File: config.mk
export PLATFORM = sky130hd
export DESIGN_NAME = cfs_core
export DESIGN_NICKNAME = d
export VERILOG_FILES = /design/src/logic/cfs_pkg.sv /design/src/logic/cfs_core.sv
export SDC_FILE = /design/constraint.sdc
export NUM_CORES = 1
export LEC_CHECK = 0
export CAP_MARGIN = 20
export CORE_MARGIN = 10
export CORE_UTILIZATION = 40
export CTS_CLUSTER_DIAMETER = 50
export DETAILED_ROUTE_END_ITERATION = 8
export DONT_BUFFER_PORTS = 1
export SYNTH_ARGS = -nofsm -noshare
export SYNTH_HDL_FRONTEND = slang
export SYNTH_SLANG_ARGS = --single-unit
export TNS_END_PERCENT = 50
File: constraint.sdc
create_clock -name clk_i -period 11.4 [get_ports clk_i]
set_input_delay 0.57 -clock clk_i [delete_from_list [all_inputs] [get_ports clk_i]]
set_output_delay 0.57 -clock clk_i [all_outputs]
set_load 0.02 [all_outputs]
File: src/logic/cfs_pkg.sv
/*
 * shared constants and types of the fetch/sequencer core: instruction
 * layout, register map, stack geometry and the packed state record.
 * assumes a 16-bit instruction word and an 8-bit data memory space.
 */
package cfs_pkg;

	localparam int PC_W = 12;
	localparam int STACK_DEPTH = 6;
	localparam logic [2:0] SP_TOP = 3'h0;
	localparam logic [2:0] SP_FULL = 3'h6;
	localparam logic [11:0] RESET_VECTOR = 12'h000;
	localparam logic [11:0] INT_VECTOR = 12'h004;
	localparam logic [7:0] DM_PCL_ADDR = 8'h06;

	// wishbone byte addresses
	localparam logic [7:0] REG_PCL = 8'h00;
	localparam logic [7:0] REG_CTRL = 8'h04;
	localparam logic [7:0] REG_STAT = 8'h08;
	localparam int CTRL_RUN = 0;
	localparam int CTRL_IEN = 1;
	localparam logic CTRL_RUN_RST = 1'b1;
	localparam logic CTRL_IEN_RST = 1'b0;
	localparam int STAT_ACC_LO = 0;
	localparam int STAT_FLG_LO = 8;
	localparam int STAT_PEND = 12;
	localparam int STAT_RUN = 13;

	// instruction word fields
	localparam int INS_BRANCH = 15;
	localparam int INS_CALL = 14;
	localparam int INS_OP_HI = 14;
	localparam int INS_OP_LO = 10;
	localparam int INS_DEST = 8;

	localparam logic [3:0] DAA_NIB_MAX = 4'h9;
	localparam logic [7:0] DAA_BYTE_MAX = 8'h99;
	localparam logic [7:0] DAA_LO_ADJ = 8'h06;
	localparam logic [7:0] DAA_HI_ADJ = 8'h60;

	typedef enum logic [1:0] {PH_T1, PH_T2, PH_T3, PH_T4} cfs_phase_t;

	typedef enum logic [4:0] {
		OP_NOP, OP_ADD, OP_ADC, OP_SUB, OP_SBC, OP_DAA, OP_AND, OP_OR,
		OP_XOR, OP_CPL, OP_RR, OP_RRC, OP_RL, OP_RLC, OP_INC, OP_DEC,
		OP_SZ, OP_SNZ, OP_SIZ, OP_SDZ, OP_LDA, OP_STA, OP_LDI, OP_RET,
		OP_INTERRUPT_RETURN
	} cfs_op_t;

	typedef struct packed {
		logic ov;
		logic z;
		logic ac;
		logic c;
	} cfs_flags_t;

	typedef struct packed {
		logic [7:0] addr;
		logic [7:0] wdata;
		logic we;
	} cfs_dm_req_t;

	typedef struct packed {
		cfs_phase_t phase;
		logic [11:0] pc;
		logic [11:0] fetch_pc;
		logic [15:0] fetch_q;
		logic [15:0] ir;
		logic ir_valid;
		logic [7:0] acc;
		cfs_flags_t flg;
		logic [7:0] res;
		cfs_flags_t res_flg;
		logic res_acc;
		logic res_mem;
		logic skip;
		logic [5:0][11:0] stack;
		logic [2:0] sp;
		logic int_pend;
		logic int_en;
		logic int_ack;
		logic run;
		logic pcl_pend;
		logic [7:0] pcl_val;
		logic wb_ack;
		logic [31:0] wb_dat;
	} cfs_state_t;

	function automatic cfs_state_t cfs_reset_state();
		cfs_state_t s;
		s = '0;
		s.phase = PH_T1;
		s.pc = RESET_VECTOR;
		s.sp = SP_TOP;
		s.run = CTRL_RUN_RST;
		s.int_en = CTRL_IEN_RST;
		return s;
	endfunction

endpackage

File: src/logic/cfs_core.sv
/*
 * instruction sequencing core: four-phase instruction cycle, fetch/execute
 * overlap, program counter with addressable low byte, six-level return
 * stack with interrupt hold-off, and 8-bit alu with status flags.
 * assumes program memory answers within the T1 phase, data memory answers
 * a read by the end of T3 and writes on the T4 strobe, and a wishbone
 * classic master on the register port.
 */
// Notes on behaviour
// - clock splits into four phases; four phases make one instruction cycle.
// - pc increments and next instruction fetched in first phase; rest execute.
// - fetch of next instruction overlaps execution of current one.
// - pc-changing instructions take two instruction cycles.
// - pc advances by one per instruction unless a jump, call, return, interrupt entry or low-byte write loads.
// - jumps, calls, interrupt entry and reset load target into pc directly.
// - taken skip discards prefetched instruction and runs a dummy cycle.
// - only pc low byte is software addressable; high part four bits here.
// - writing pc low byte jumps within current 256-word page, dummy cycle.
// - stack holds pc values only; stack and pointer hidden from software.
// - call and interrupt entry push pc; returns pop it back.
// - reset sets stack pointer to top of stack.
// - stack full: interrupt flag kept, acknowledge held until a return.
// - call with full stack still runs; oldest saved entry is lost.
// - 8-bit alu; data moves via accumulator; result to chosen destination.
// - alu operations update carry, borrow and other status flags.
// - add, sub, carry forms, decimal adjust, logic, rotates, inc, dec.
// - jump, call, returns, skip zero/nonzero, inc/dec then skip on zero.
// - after reset pc is zero and execution starts there.
`timescale 1ns/1ps
module cfs_core
	import cfs_pkg::*;
(
	input wire logic clk_i,
	input wire logic rst_i,
	input wire logic ce_i,
	input wire logic wb_cyc_i,
	input wire logic wb_stb_i,
	input wire logic wb_we_i,
	input wire logic [7:0] wb_adr_i,
	input wire logic [3:0] wb_sel_i,
	input wire logic [31:0] wb_dat_i,
	output logic [31:0] wb_dat_o,
	output logic wb_ack_o,
	output logic [11:0] prog_addr_o,
	input wire logic [15:0] prog_data_i,
	output cfs_dm_req_t dm_o,
	input wire logic [7:0] dm_rdata_i,
	input wire logic irq_i,
	output logic int_ack_o,
	output cfs_phase_t instruction_phases_o
);

	cfs_state_t st;
	cfs_state_t nx;

	cfs_op_t op;
	logic is_branch;
	logic is_call;
	logic dest_mem;
	logic [7:0] opnd;
	logic [7:0] add_b;
	logic add_ci;
	logic [8:0] sum9;
	logic [4:0] nib5;
	logic [11:0] stack_top;
	logic [5:0][11:0] stack_shift;
	logic redirect;
	logic [11:0] target;
	logic do_push;
	logic do_pop;
	logic [11:0] push_val;
	logic take_int;
	logic pcl_hit;
	logic bus_req;
	logic int_ok;
	logic wr_pcl;
	logic wr_ctrl;

	assign is_branch = st.ir[INS_BRANCH];
	assign is_call = st.ir[INS_CALL];
	assign op = is_branch ? OP_NOP : cfs_op_t'(st.ir[INS_OP_HI:INS_OP_LO]);
	assign dest_mem = st.ir[INS_DEST];
	assign pcl_hit = (st.ir[7:0] == DM_PCL_ADDR);
	assign opnd = pcl_hit ? st.fetch_pc[7:0] : dm_rdata_i;

	// an empty pop reuses the bottom entry instead of indexing past the array
	always_comb begin
		if (st.sp == SP_TOP) begin
			stack_top = st.stack[0];
		end else begin
			stack_top = st.stack[3'(st.sp - 3'h1)];
		end
	end

	// six levels, fixed by the package depth
	genvar gi;
	generate
		for (gi = 0; gi < STACK_DEPTH; gi++) begin : g_shift
			if (gi == STACK_DEPTH - 1) begin : g_last
				assign stack_shift[gi] = push_val;
			end else begin : g_mid
				assign stack_shift[gi] = st.stack[gi + 1];
			end
		end
	endgenerate

	assign bus_req = wb_cyc_i & wb_stb_i & ~st.wb_ack;

	// a full stack withholds the acknowledge; the flag stays set
	assign int_ok = st.int_pend && st.int_en && (st.sp != SP_FULL);
	// a bus write to the low byte becomes a pending in-page jump
	assign wr_pcl = bus_req && wb_we_i && wb_sel_i[0] && (wb_adr_i == REG_PCL);
	assign wr_ctrl = bus_req && wb_we_i && wb_sel_i[0] && (wb_adr_i == REG_CTRL);

	always_comb begin
		nx = st;
		add_b = opnd;
		add_ci = 1'b0;
		sum9 = '0;
		nib5 = '0;
		redirect = 1'b0;
		target = st.pc;
		do_push = 1'b0;
		do_pop = 1'b0;
		push_val = st.fetch_pc;
		take_int = 1'b0;
		nx.int_ack = 1'b0;

		// adder operand selection shared by add/sub forms
		case (op)
			OP_ADC: add_ci = st.flg.c;
			OP_SUB: begin
				add_b = ~opnd;
				add_ci = 1'b1;
			end
			OP_SBC: begin
				add_b = ~opnd;
				add_ci = st.flg.c;
			end
			default: add_ci = 1'b0;
		endcase
		sum9 = {1'b0, st.acc} + {1'b0, add_b} + {8'h00, add_ci};
		nib5 = {1'b0, st.acc[3:0]} + {1'b0, add_b[3:0]} + {4'h0, add_ci};

		if (st.run) begin
			case (st.phase)
				PH_T1: begin
					// fetch and increment
					// prog_data_i must be settled by the edge that ends T1
					nx.fetch_q = prog_data_i;
					nx.fetch_pc = st.pc;
					nx.pc = st.pc + 12'h001;
					nx.phase = PH_T2;
				end
				PH_T2: nx.phase = PH_T3;
				PH_T3: begin
					nx.phase = PH_T4;
					nx.res = st.acc;
					nx.res_flg = st.flg;
					nx.res_acc = 1'b0;
					nx.res_mem = 1'b0;
					nx.skip = 1'b0;
					case (op)
						OP_ADD, OP_ADC, OP_SUB, OP_SBC: begin
							nx.res = sum9[7:0];
							nx.res_flg.c = sum9[8];
							nx.res_flg.ac = nib5[4];
							nx.res_flg.z = (sum9[7:0] == 8'h00);
							nx.res_flg.ov = (st.acc[7] == add_b[7]) &&
								(sum9[7] != st.acc[7]);
						end
						OP_DAA: begin
							nx.res = st.acc +
								((st.flg.ac || st.acc[3:0] > DAA_NIB_MAX) ?
								DAA_LO_ADJ : 8'h00) +
								((st.flg.c || st.acc > DAA_BYTE_MAX) ?
								DAA_HI_ADJ : 8'h00);
							nx.res_flg.c = st.flg.c || (st.acc > DAA_BYTE_MAX);
						end
						OP_AND: nx.res = st.acc & opnd;
						OP_OR: nx.res = st.acc | opnd;
						OP_XOR: nx.res = st.acc ^ opnd;
						OP_CPL: nx.res = ~opnd;
						OP_RR: nx.res = {opnd[0], opnd[7:1]};
						OP_RL: nx.res = {opnd[6:0], opnd[7]};
						OP_RRC: begin
							nx.res = {st.flg.c, opnd[7:1]};
							nx.res_flg.c = opnd[0];
						end
						OP_RLC: begin
							nx.res = {opnd[6:0], st.flg.c};
							nx.res_flg.c = opnd[7];
						end
						OP_INC, OP_SIZ: nx.res = opnd + 8'h01;
						OP_DEC, OP_SDZ: nx.res = opnd - 8'h01;
						OP_SZ, OP_SNZ, OP_LDA: nx.res = opnd;
						OP_LDI: nx.res = st.ir[7:0];
						default: nx.res = st.acc;
					endcase
					// zero flag for logic, plain inc/dec and lda; ldi leaves it alone
					case (op)
						OP_AND, OP_OR, OP_XOR, OP_CPL, OP_INC, OP_DEC, OP_LDA:
							nx.res_flg.z = (nx.res == 8'h00);
						default: nx.res_flg.z = nx.res_flg.z;
					endcase
					case (op)
						OP_SZ: nx.skip = (opnd == 8'h00);
						OP_SNZ: nx.skip = (opnd != 8'h00);
						OP_SIZ, OP_SDZ: nx.skip = (nx.res == 8'h00);
						default: nx.skip = 1'b0;
					endcase
					case (op)
						OP_NOP, OP_RET, OP_INTERRUPT_RETURN: begin
							nx.res_acc = 1'b0;
							nx.res_mem = 1'b0;
						end
						OP_STA: nx.res_mem = 1'b1;
						OP_LDA, OP_LDI, OP_DAA: nx.res_acc = 1'b1;
						OP_SZ, OP_SNZ: nx.res_acc = ~dest_mem;
						default: begin
							nx.res_mem = dest_mem;
							nx.res_acc = ~dest_mem;
						end
					endcase
				end
				PH_T4: begin
					nx.phase = PH_T1;
					if (st.ir_valid) begin
						if (st.res_acc) begin
							nx.acc = st.res;
						end
						nx.flg = st.res_flg;
						if (st.res_mem && pcl_hit) begin
							redirect = 1'b1;
							target = {st.fetch_pc[11:8], st.res};
						end
						if (st.skip) begin
							redirect = 1'b1;
							target = st.pc;
						end
						if (is_branch) begin
							redirect = 1'b1;
							target = st.ir[11:0];
							do_push = is_call;
						end
						if (op == OP_RET || op == OP_INTERRUPT_RETURN) begin
							redirect = 1'b1;
							target = stack_top;
							do_pop = 1'b1;
							if (op == OP_INTERRUPT_RETURN) begin
								nx.int_en = 1'b1;
							end
						end
					end
					// bus write of the low byte overrides any in-flight target
					if (st.pcl_pend) begin
						redirect = 1'b1;
						target = {st.fetch_pc[11:8], st.pcl_val};
						nx.pcl_pend = 1'b0;
					end
					if (!redirect && int_ok) begin
						take_int = 1'b1;
						redirect = 1'b1;
						target = INT_VECTOR;
						do_push = 1'b1;
						nx.int_en = 1'b0;
						nx.int_ack = 1'b1;
					end
					if (redirect) begin
						nx.pc = target;
					end
					nx.ir = st.fetch_q;
					// a redirect turns the word already fetched into a dummy cycle
					nx.ir_valid = ~redirect;
				end
				default: nx.phase = PH_T1;
			endcase
		end

		// stack reached only by push and pop
		if (do_push) begin
			if (st.sp == SP_FULL) begin
				nx.stack = stack_shift;
			end else begin
				nx.stack[st.sp] = push_val;
				nx.sp = st.sp + 3'h1;
			end
		end else if (do_pop && st.sp != SP_TOP) begin
			// an empty pop leaves the pointer at the top instead of wrapping
			nx.sp = st.sp - 3'h1;
		end

		// request flag: a new request in the ack cycle stays recorded
		nx.int_pend = (st.int_pend & ~take_int) | irq_i;

		// wishbone slave, one wait state
		// a low clock enable also stalls the answer, so masters wait for ack
		nx.wb_ack = bus_req;
		if (bus_req) begin
			nx.wb_dat = '0;
			if (wb_we_i) begin
				if (wr_pcl) begin
					nx.pcl_pend = 1'b1;
					nx.pcl_val = wb_dat_i[7:0];
				end
				if (wr_ctrl) begin
					nx.run = wb_dat_i[CTRL_RUN];
					nx.int_en = wb_dat_i[CTRL_IEN];
				end
			end else begin
				case (wb_adr_i)
					REG_PCL: nx.wb_dat[7:0] = st.fetch_pc[7:0];
					REG_CTRL: begin
						nx.wb_dat[CTRL_RUN] = st.run;
						nx.wb_dat[CTRL_IEN] = st.int_en;
					end
					REG_STAT: begin
						nx.wb_dat[STAT_ACC_LO +: 8] = st.acc;
						nx.wb_dat[STAT_FLG_LO +: 4] = st.flg;
						nx.wb_dat[STAT_PEND] = st.int_pend;
						nx.wb_dat[STAT_RUN] = st.run;
					end
					default: nx.wb_dat = '0;
				endcase
			end
		end
	end

	// state register, six-entry stack included
	// reset wins over the clock enable so a frozen core can still restart
	always_ff @(posedge clk_i) begin
		if (rst_i) begin
			st <= cfs_reset_state();
		end else if (ce_i) begin
			st <= nx;
		end
	end

	assign wb_dat_o = st.wb_dat;
	// ack drops the cycle after it is given even if the master is slow
	assign wb_ack_o = st.wb_ack;
	assign prog_addr_o = st.pc;
	assign int_ack_o = st.int_ack;
	assign instruction_phases_o = st.phase;
	assign dm_o.addr = st.ir[7:0];
	assign dm_o.wdata = st.res;
	// pc low byte lives in the core, so data memory never sees that write
	// a frozen T4 under a low clock enable must not repeat the strobe
	assign dm_o.we = ce_i && st.run && st.phase == PH_T4 && st.ir_valid &&
		st.res_mem && !pcl_hit;

endmodule

==> results of run 1 <==
flip-flops by register name, indices dropped and copies added (netlist names):
name	count
st	128
dm_o	16
wb_dat_o	14
prog_addr_o	12
push_val	12
instruction_phases_o	2
dest_mem	1
int_ack_o	1
is_branch	1
is_call	1
wb_ack_o	1
cell type report:
cell class / instances / area (µm²)
clock buffers: 18 / 439
clock inverters: 14 / 185
fillers: 3058 / 17100
inverters: 36 / 135
multi-input cells: 1115 / 7190
flip-flops and latches: 189 / 3780
well taps: 390 / 488
repair buffers: 24 / 188
cell usage after synthesis (9+ instances only):
master,instances
buf_2,17
a221oi_1,10
nor2b_1,16
mux2i_1,45
and2_1,23
o211ai_1,9
a22oi_1,53
nand3_1,43
and3_1,10
xnor2_1,16
a31oi_1,9
nor3_1,32
inv_1,35
mux4_2,12
dfxtp_1,189
ha_1,41
nand4_1,10
nor2_1,166
a21o_1,10
a211oi_1,71
o21ai_0,34
nand2b_1,10
buf_4,64
clkbuf_1,80
a21oi_1,151
xor2_1,12
nand2_1,161
worst paths after layout:
check	startpoint	endpoint	slack, ns	cells past startpoint
max reg2reg	st[159]	st[126]	6.10	15
min	rst_i	st[39]	0.19	1
min reg2reg	st[172]	dm_o[16]	0.46	2
max	st[159]	st[126]	6.10	15
power by group through the flow:
| stage | clock network (µW) | logic [µW] | registers [µW] |
|---|---|---|---|
| after global routing | 669 | 82.3 | 682 |
| after floorplan | 0 | 78.6 | 688 |
| after detailed placement | 0 | 72.2 | 697 |
| after CTS | 640 | 72.6 | 681 |
| after global placement | 0 | 71.5 | 696 |
| final | 632 | 74.4 | 681 |
placed cells by master (no fill, tap or decap), types with 17 or more instances in the layout:
cell type / netlist / final
a22oi_1: 53 / 53
nor3_1: 32 / 32
nand2_1: 161 / 161
o21ai_0: 34 / 34
mux2i_1: 45 / 45
a21oi_1: 151 / 151
nor2_1: 166 / 166
inv_1: 35 / 35
nand3_1: 43 / 43
ha_1: 41 / 41
clkbuf_16: 0 / 17
buf_4: 64 / 23
and2_1: 23 / 22
a211oi_1: 71 / 71
dfxtp_1: 189 / 189
conb_1: 1 / 18
stage by stage:
step,hold WS (ns),instance area [µm²]
6_report,0.193,12400
5_1_grt,0.186,12400
4_1_cts,0.187,12400
3_5_place_dp,0.441,11800
3_3_place_gp,0.436,11800
2_1_floorplan,0.432,12000
layer usage:
metal | vias to the layer above | wire, µm | track usage (%)
li1 | 5140 | - | -
met1 | 5229 | 18600 | 30.6
met2 | 428 | 17800 | 32.2
met3 | 37 | 3660 | 5.28
met4 | 0 | 801 | 5.99
met5 | - | 0 | 0
worst max-delay path: cells and delay by family, from the launching register on:
| family | cells | cell delay [ns] |
|---|---|---|
| flip-flops | 1 | 0.32 |
| AND/OR/NAND/NOR | 5 | 2.21 |
| AO/OA/AOI/OAI | 5 | 1.53 |
| adder cells (fa/ha/maj) | 2 | 0.65 |
| buffers and inverters | 1 | 0.07 |
| XOR/XNOR | 2 | 0.42 |
kinds of logic (layout without fill, tap and decap cells):
kind of cell / after synthesis / count (layout)
AND/OR/NAND/NOR: 526 / 526
AO/OA/AOI/OAI: 434 / 434
buffers and inverters: 203 / 92
flip-flops: 189 / 189
multiplexers: 64 / 64
adder cells (fa/ha/maj): 45 / 45
XOR/XNOR: 28 / 28
other: 1 / 18
==> flow_summary.ini, run 1 <==
[min_path]
hold_path_class = in -> reg

[finish]
layoutNonFillerInstCount = 1786
finalNetCount = 1503
num_antenna_cells = 0
layout-drive-gt1-share_pct = 7.88
area_growth_pct = 4.15
fin_util_pct = 42.1

[worst_setup_path]
worst_path_max_delay_cell = nor2b_1
end_kind = flop
cpPeakStageDelay_ns = 0.87
cp-start-kind = flop
crit_chain = nor2_1, a22oi_1, nor2b_1, xor2_1, fa_1, inv_1, fa_1, a211oi_1, nor2_1, xor2_1, a22oi_1, nand4_1, a2111oi_2, nand4_2, o41ai_2
path_class = reg -> reg
cp_max_fo = 9
cp.arrival_ns = 5.65
cp.required_ns = 11.75

[timing]
fin_ws_ns = 6.10
slew_viol_final = 0
fin_setup_tns_ns = 0
finalWorstPathRequiredPeriod_ns = 5.30
worst_slew_pin_slew_ns = 1.14
period_share_pct = 46.5
finalSetupViolCount = 0
slew_headroom_pct = 23.7
hold_viol = 0
rsz0062_at_grt = false
fmax_mhz = 189
finClkSkew_ns = 0.0163

[power_and_ir_drop]
p_switching_uw = 387
p_total_uw = 1390
swShare_pct = 27.9
max-vdd-ir-drop_uv = 81.9
clkPwrFrac_pct = 45.5
p_per_area_mw_per_mm2 = 112
p_int_uw = 1000
comb_power_share_pct = 5.4
pwr-share-seq_pct = 49.1
leakage_uw = 0.00401

[floorplanning]
die_height_um = 193
die_x_um = 193
dieArea_mm2 = 0.0371
start_util_pct = 40.4
ios = 140
rows = 63
coreArea_mm2 = 0.0295

[synth]
synth_edf_count = 0
ys_types = 90
ys_async_sr_fraction_pct = 0
synth_compound_area_share_pct = 24.6
synth_top_area_share_pct = 31.8
yosys.area_share.adder_pct = 4.98
netlist_instances = 1490
ys.warnings.count = 0
synth-seq-cells = 189
synthSimpleGateAreaFrac_pct = 21.0
seq_area_frac_synth_pct = 31.8
yosys.area_share.xor_xnor_pct = 2.06
synthesis.area_mm2 = 0.0119
ys.flop_type = dfxtp_1
synth_area_leaders = dfxtp_1, a21oi_1, nor2_1
synth_top_cell_by_area = dfxtp_1
avgSynthCellArea_um2 = 7.99
synth.area.mux_share_pct = 6.90
synth_top_family_by_area = compound AO/OA/AOI/OAI gates

[clock_tree]
cts_hold_repair.buffers = 0
cts_root_buffer = clkbuf_16
clkSinkCount = 189
ctsHtreeMaxLevel = 4
cts_tree = built
cts_resized = 0
cts_buffers = 17
path_clk_slew_ns = 0.08
clock_path_buffers = 2
post_cts_buffers = 0
clock_latency_ns = 0.45

[place]
port_buffers = 0
placed_cells = 1753
hpwl_um = 28700
dp_slack_ns = 6.19
gp_congestion = 0.936

[global_routing]
grt_max_degree = 194
globalRouteOverflowTotal = 0
grt_pass1_wl_um = 61900
track_usage_pct = 21.7
antenna_found_initial = 1
grt_pass1_vias = 9979

[run]
max_cap_viol_count = 0

[status]
status = finished, final reports clean

[routing]
ant_nets = 0
wl_um = 40900
drt_iter0_markers = 1189
avgRoutedWirePerCell_um = 22.9
remaining_drc_errors = 0
via_per_inst = 6.07
drt_first_pass_iters = 6
num_vias = 10800
Power figures use the tool's default switching activity.
==> run 2: changes to the inputs <==
==> constraint.sdc (replaced) <==
create_clock -name clk_i -period 4.7 [get_ports clk_i]
set_input_delay 0.235 -clock clk_i [delete_from_list [all_inputs] [get_ports clk_i]]
set_output_delay 0.235 -clock clk_i [all_outputs]
set_load 0.02 [all_outputs]
==> flow_summary.ini, run 2 (synthesis gave the netlist of run 1 again) <==
[status]
status = finished, final reports clean

[global_routing]
grt_pass1_wl_um = 64300
grt_max_degree = 188
antenna_found_initial = 0
track_usage_pct = 22.7
grt_pass1_vias = 10400
globalRouteOverflowTotal = 0

[routing]
wl_um = 42500
via_per_inst = 5.97
ant_nets = 0
drt_first_pass_iters = 5
drt_iter0_markers = 1168
num_vias = 11100
remaining_drc_errors = 0
avgRoutedWirePerCell_um = 22.9

[floorplanning]
ios = 140
die_x_um = 193
die_height_um = 193
rows = 63
dieArea_mm2 = 0.0371
start_util_pct = 40.4
coreArea_mm2 = 0.0295

[worst_setup_path]
timing.rr.start = dm_o[14]
path_class = reg -> reg
worst-r2r-cell-count = 15
end_kind = flop
cp_max_fo = 5
cp-start-kind = flop
r2r_slack_ns = 0.27
cp.arrival_ns = 4.78
cp.required_ns = 5.05
rr_endpoint = st[126]

[clock_tree]
ctsHtreeMaxLevel = 4
path_clk_slew_ns = 0.08
cts_buffers = 17
cts_tree = built
clock_path_buffers = 2
cts_root_buffer = clkbuf_16
clkSinkCount = 189
clock_latency_ns = 0.46

[finish]
largest_register = st
final_common_cell = dfxtp_1
area_growth_pct = 9.14
layoutNonFillerInstCount = 1853
num_antenna_cells = 0
layout-drive-gt1-share_pct = 10.3
nFillCells = 2958
most-common-layout-cells = dfxtp_1, nor2_1, nand2_1
finalNetCount = 1570
largest_reg_flops = 128
fin_util_pct = 44.1

[place]
gp_congestion = 0.940
hpwl_um = 30000
port_buffers = 0
placed_cells = 1790

[timing]
rsz0062_at_grt = false
hold_viol = 0
slew_headroom_pct = 32.9
period_share_pct = 94.3
finClkSkew_ns = 0.0153
finalSetupViolCount = 0
slew_viol_final = 0
fmax_mhz = 226
worst_slew_pin_slew_ns = 1.00
hold_slack_ns = 0.0148
fin_setup_tns_ns = 0
finalWorstPathRequiredPeriod_ns = 4.43

[min_path]
hold_end = st[42]
worstHoldPathCells = 3
hold_path_class = in -> reg
min_from = ce_i

[run]
max_cap_viol_count = 0

[power_and_ir_drop]
p_total_uw = 3410
p_per_area_mw_per_mm2 = 262
max-vdd-ir-drop_uv = 225
leakage_uw = 0.00432
run 2: stage by stage:
step	area [µm²]	worst slack, ns
3_5_place_dp	12000	0.202
5_1_grt	13000	0.0289
6_report	13000	0.269
3_3_place_gp	12000	0.341
2_1_floorplan	12000	0.558
4_1_cts	13000	0.157
run 2: area by class of cell:
class / count / area, µm² / area share [%]
clock buffer: 18 / 439 / 3.38
clock inverter: 14 / 183 / 1.41
inverter: 36 / 135 / 1.04
multi-input combinational: 1115 / 7200 / 55.4
sequential: 189 / 3780 / 29.1
tap: 390 / 488 / 3.75
timing repair buffer: 91 / 771 / 5.93
run 2: critical path, cell delays in order, from the launching register on:
cell      delay [ns]
dfxtp_1         0.40
or4_1           0.60
o21ai_4         0.20
and2_4          0.17
xor2_1          0.18
fa_1            0.28
inv_1           0.09
fa_1            0.41
a211oi_1        0.34
nor2_1          0.12
xor2_1          0.16
or4_1           0.49
nor4b_1         0.35
a211oi_1        0.13
o41a_1          0.36
o41ai_2         0.06
run 2: how the worst max path moves through the flow:
stage | to | start | cells after the start | slack [ns]
floorplan | st[126] | st[161] | 18 | 0.56
global placement | st[126] | dm_o[14] | 15 | 0.34
detailed placement | st[126] | dm_o[14] | 15 | 0.20
CTS | st[126] | dm_o[14] | 15 | 0.16
global route | st[126] | dm_o[14] | 15 | 0.03
finish | st[126] | dm_o[14] | 15 | 0.27
run 2: what timing repair did:
item | 4_1_cts | 5_1_grt
endpoints found under the hold margin | 187 | 0
endpoints found under the setup margin | 0 | 1
hold buffers | 29 | 0
resized for setup | 0 | 3
buffers inserted | 0 | 1
run 2: report_power, final:
group          internal [µW]  total (µW)  switching (µW)  leakage [µW]
logic                   83.0         238             155       0.00249
clock network            743        1520             782      0.000299
registers               1620        1650            30.3       0.00153
total                   2440        3410             967       0.00432
run 2: per-layer routing:
layer	global-route usage (%)	vias to the layer above	share of wire, %
li1	-	5276	-
met1	30.3	5309	45
met2	34.1	417	44
met3	6.23	67	8.4
met4	8.50	0	3.3
met5	0	-	0
==> run 3: changes to the inputs <==
--- a/config.mk
+++ b/config.mk
@@ -11,6 +11,7 @@
 export CTS_CLUSTER_DIAMETER = 50
 export DETAILED_ROUTE_END_ITERATION = 8
 export DONT_BUFFER_PORTS = 1
+export PLACE_DENSITY = 0.54
 export SYNTH_ARGS = -nofsm -noshare
 export SYNTH_HDL_FRONTEND = slang
 export SYNTH_SLANG_ARGS = --single-unit
==> flow_summary.ini, run 3 (synthesis gave the netlist of run 1 again) <==
[routing]
drt_first_pass_iters = 6
avgRoutedWirePerCell_um = 23.4
via_per_inst = 5.91
num_vias = 11000
wl_um = 43300
ant_nets = 0
remaining_drc_errors = 0
drt_iter0_markers = 1136

[finish]
finalNetCount = 1570
num_antenna_cells = 0
largest_reg_flops = 128
area_growth_pct = 8.69
nFillCells = 3030
layout-drive-gt1-share_pct = 10.3
largest_register = st
fin_util_pct = 43.9
most-common-layout-cells = dfxtp_1, nor2_1, nand2_1
final_common_cell = dfxtp_1

[clock_tree]
clock_latency_ns = 0.46
ctsHtreeMaxLevel = 4
cts_resized = 0
clkSinkCount = 189
cts_buffers = 17
cts_tree = built
clock_path_buffers = 2
cts_root_buffer = clkbuf_16
post_cts_buffers = 0
path_clk_slew_ns = 0.08

[global_routing]
track_usage_pct = 23.1
globalRouteOverflowTotal = 0
grt_max_degree = 189
antenna_found_initial = 0
grt_pass1_wl_um = 65000
grt_pass1_vias = 10300

[floorplanning]
rows = 63
ios = 140
die_x_um = 193
coreArea_mm2 = 0.0295
dieArea_mm2 = 0.0371
die_height_um = 193
start_util_pct = 40.4

[timing]
rsz0062_at_grt = false
period_share_pct = 93.1
worst_slew_pin_slew_ns = 1.06
slew_viol_final = 0
finalWorstPathRequiredPeriod_ns = 4.38
hold_viol = 0
slew_headroom_pct = 28.6
fmax_mhz = 229
finClkSkew_ns = 0.0138
finalSetupViolCount = 0
fin_setup_tns_ns = 0

[worst_setup_path]
cp-start-kind = flop
cpPeakStageDelay_ns = 0.61
cp_max_fo = 8
cp_top_family = compound AO/OA/AOI/OAI gates
worst_path_max_delay_cell = or4bb_4
cp.arrival_ns = 4.74
crit_chain = or4bb_4, o21ai_4, and2_4, xor2_1, fa_1, inv_1, fa_1, a211oi_1, nor2_1, xor2_1, a22oi_1, nand4_1, a2111oi_2, nand4_2, o41ai_2
path_class = reg -> reg
cp.required_ns = 5.06
path_buf_inv = 1
end_kind = flop

[power_and_ir_drop]
p_switching_uw = 922
comb_power_share_pct = 7.2
p_per_area_mw_per_mm2 = 259
clkPwrFrac_pct = 43.6
pwr-share-seq_pct = 49.3
max-vdd-ir-drop_uv = 235
leakage_uw = 0.00429
swShare_pct = 27.5
p_int_uw = 2430

[status]
status = finished, final reports clean

[run]
max_cap_viol_count = 0

[place]
gp_congestion = 0.947
port_buffers = 0
hpwl_um = 30400

[min_path]
hold_path_class = in -> reg
## run 3: cell count changes in the layout (fill, tap and decap cells not counted), sizes merged
cell / delta
buf: +1
clkinvlp: +2
inv: -3
## run 3: path summary, 6_finish.rpt
path | from | end | slack [ns] | depth (start not counted)
worst max-delay path | dm_o[11] | st[126] | 0.32 | 15
worst min register to register | st[175] | st[159] | 0.45 | 2
worst min-delay path | wb_adr_i[2] | st[42] | 0.02 | 3
worst max register to register | dm_o[11] | st[126] | 0.32 | 15
## run 3: power by group through the flow
stage | clock [µW] | combinational (µW) | sequential (µW)
2_1_floorplan | 0 | 191 | 1670
3_3_place_gp | 0 | 183 | 1690
3_5_place_dp | 0 | 185 | 1690
4_1_cts | 1480 | 236 | 1650
5_1_grt | 1540 | 263 | 1650
6_report | 1460 | 240 | 1650
## run 3: layer usage
metal	vias to the layer above	part of all wire, %	track usage, %	wire length (µm)
met5	-	0	0	0
met4	0	2.8	7.87	1190
met2	385	45	35.2	19300
met3	57	7.8	5.58	3360
li1	5261	-	-	-
met1	5249	45	31.2	19400
## run 3: worst min-delay path, stage by stage
cell      delay [ns]
nand3_1         0.08
mux2i_1         0.08
nand2b_1        0.06
## run 3: repair_timing
item                       in CTS  in global routing
hold endpoints to repair      188                  0
hold buffers                   29                  0
setup endpoints to repair       0                  0
## run 3: per-stage QoR
step           power [µW]  cells  worst slack, ns  hold WS (ns)  area [µm²]
2_1_floorplan        1860   1507            0.558         0.364       12000
3_3_place_gp         1870   1792            0.502         0.323       12100
3_5_place_dp         1870   1792            0.384         0.326       12100
4_1_cts              3370   1853            0.353       0.00492       12900
5_1_grt              3460   1853           0.0914        0.0161       12900
6_report             3350   1853            0.324        0.0203       12900
## run 3: layout make-up
| cell class | count | area (µm²) | share of cell area [%] |
|---|---|---|---|
| Multi-Input combinational cell | 1115 | 7180 | 55.5 |
| Sequential cell | 189 | 3780 | 29.2 |
| Inverter | 36 | 135 | 1.04 |
| Clock buffer | 19 | 453 | 3.50 |
| Clock inverter | 13 | 130 | 1.01 |
| Tap cell | 390 | 488 | 3.77 |
| Timing Repair Buffer | 91 | 773 | 5.97 |
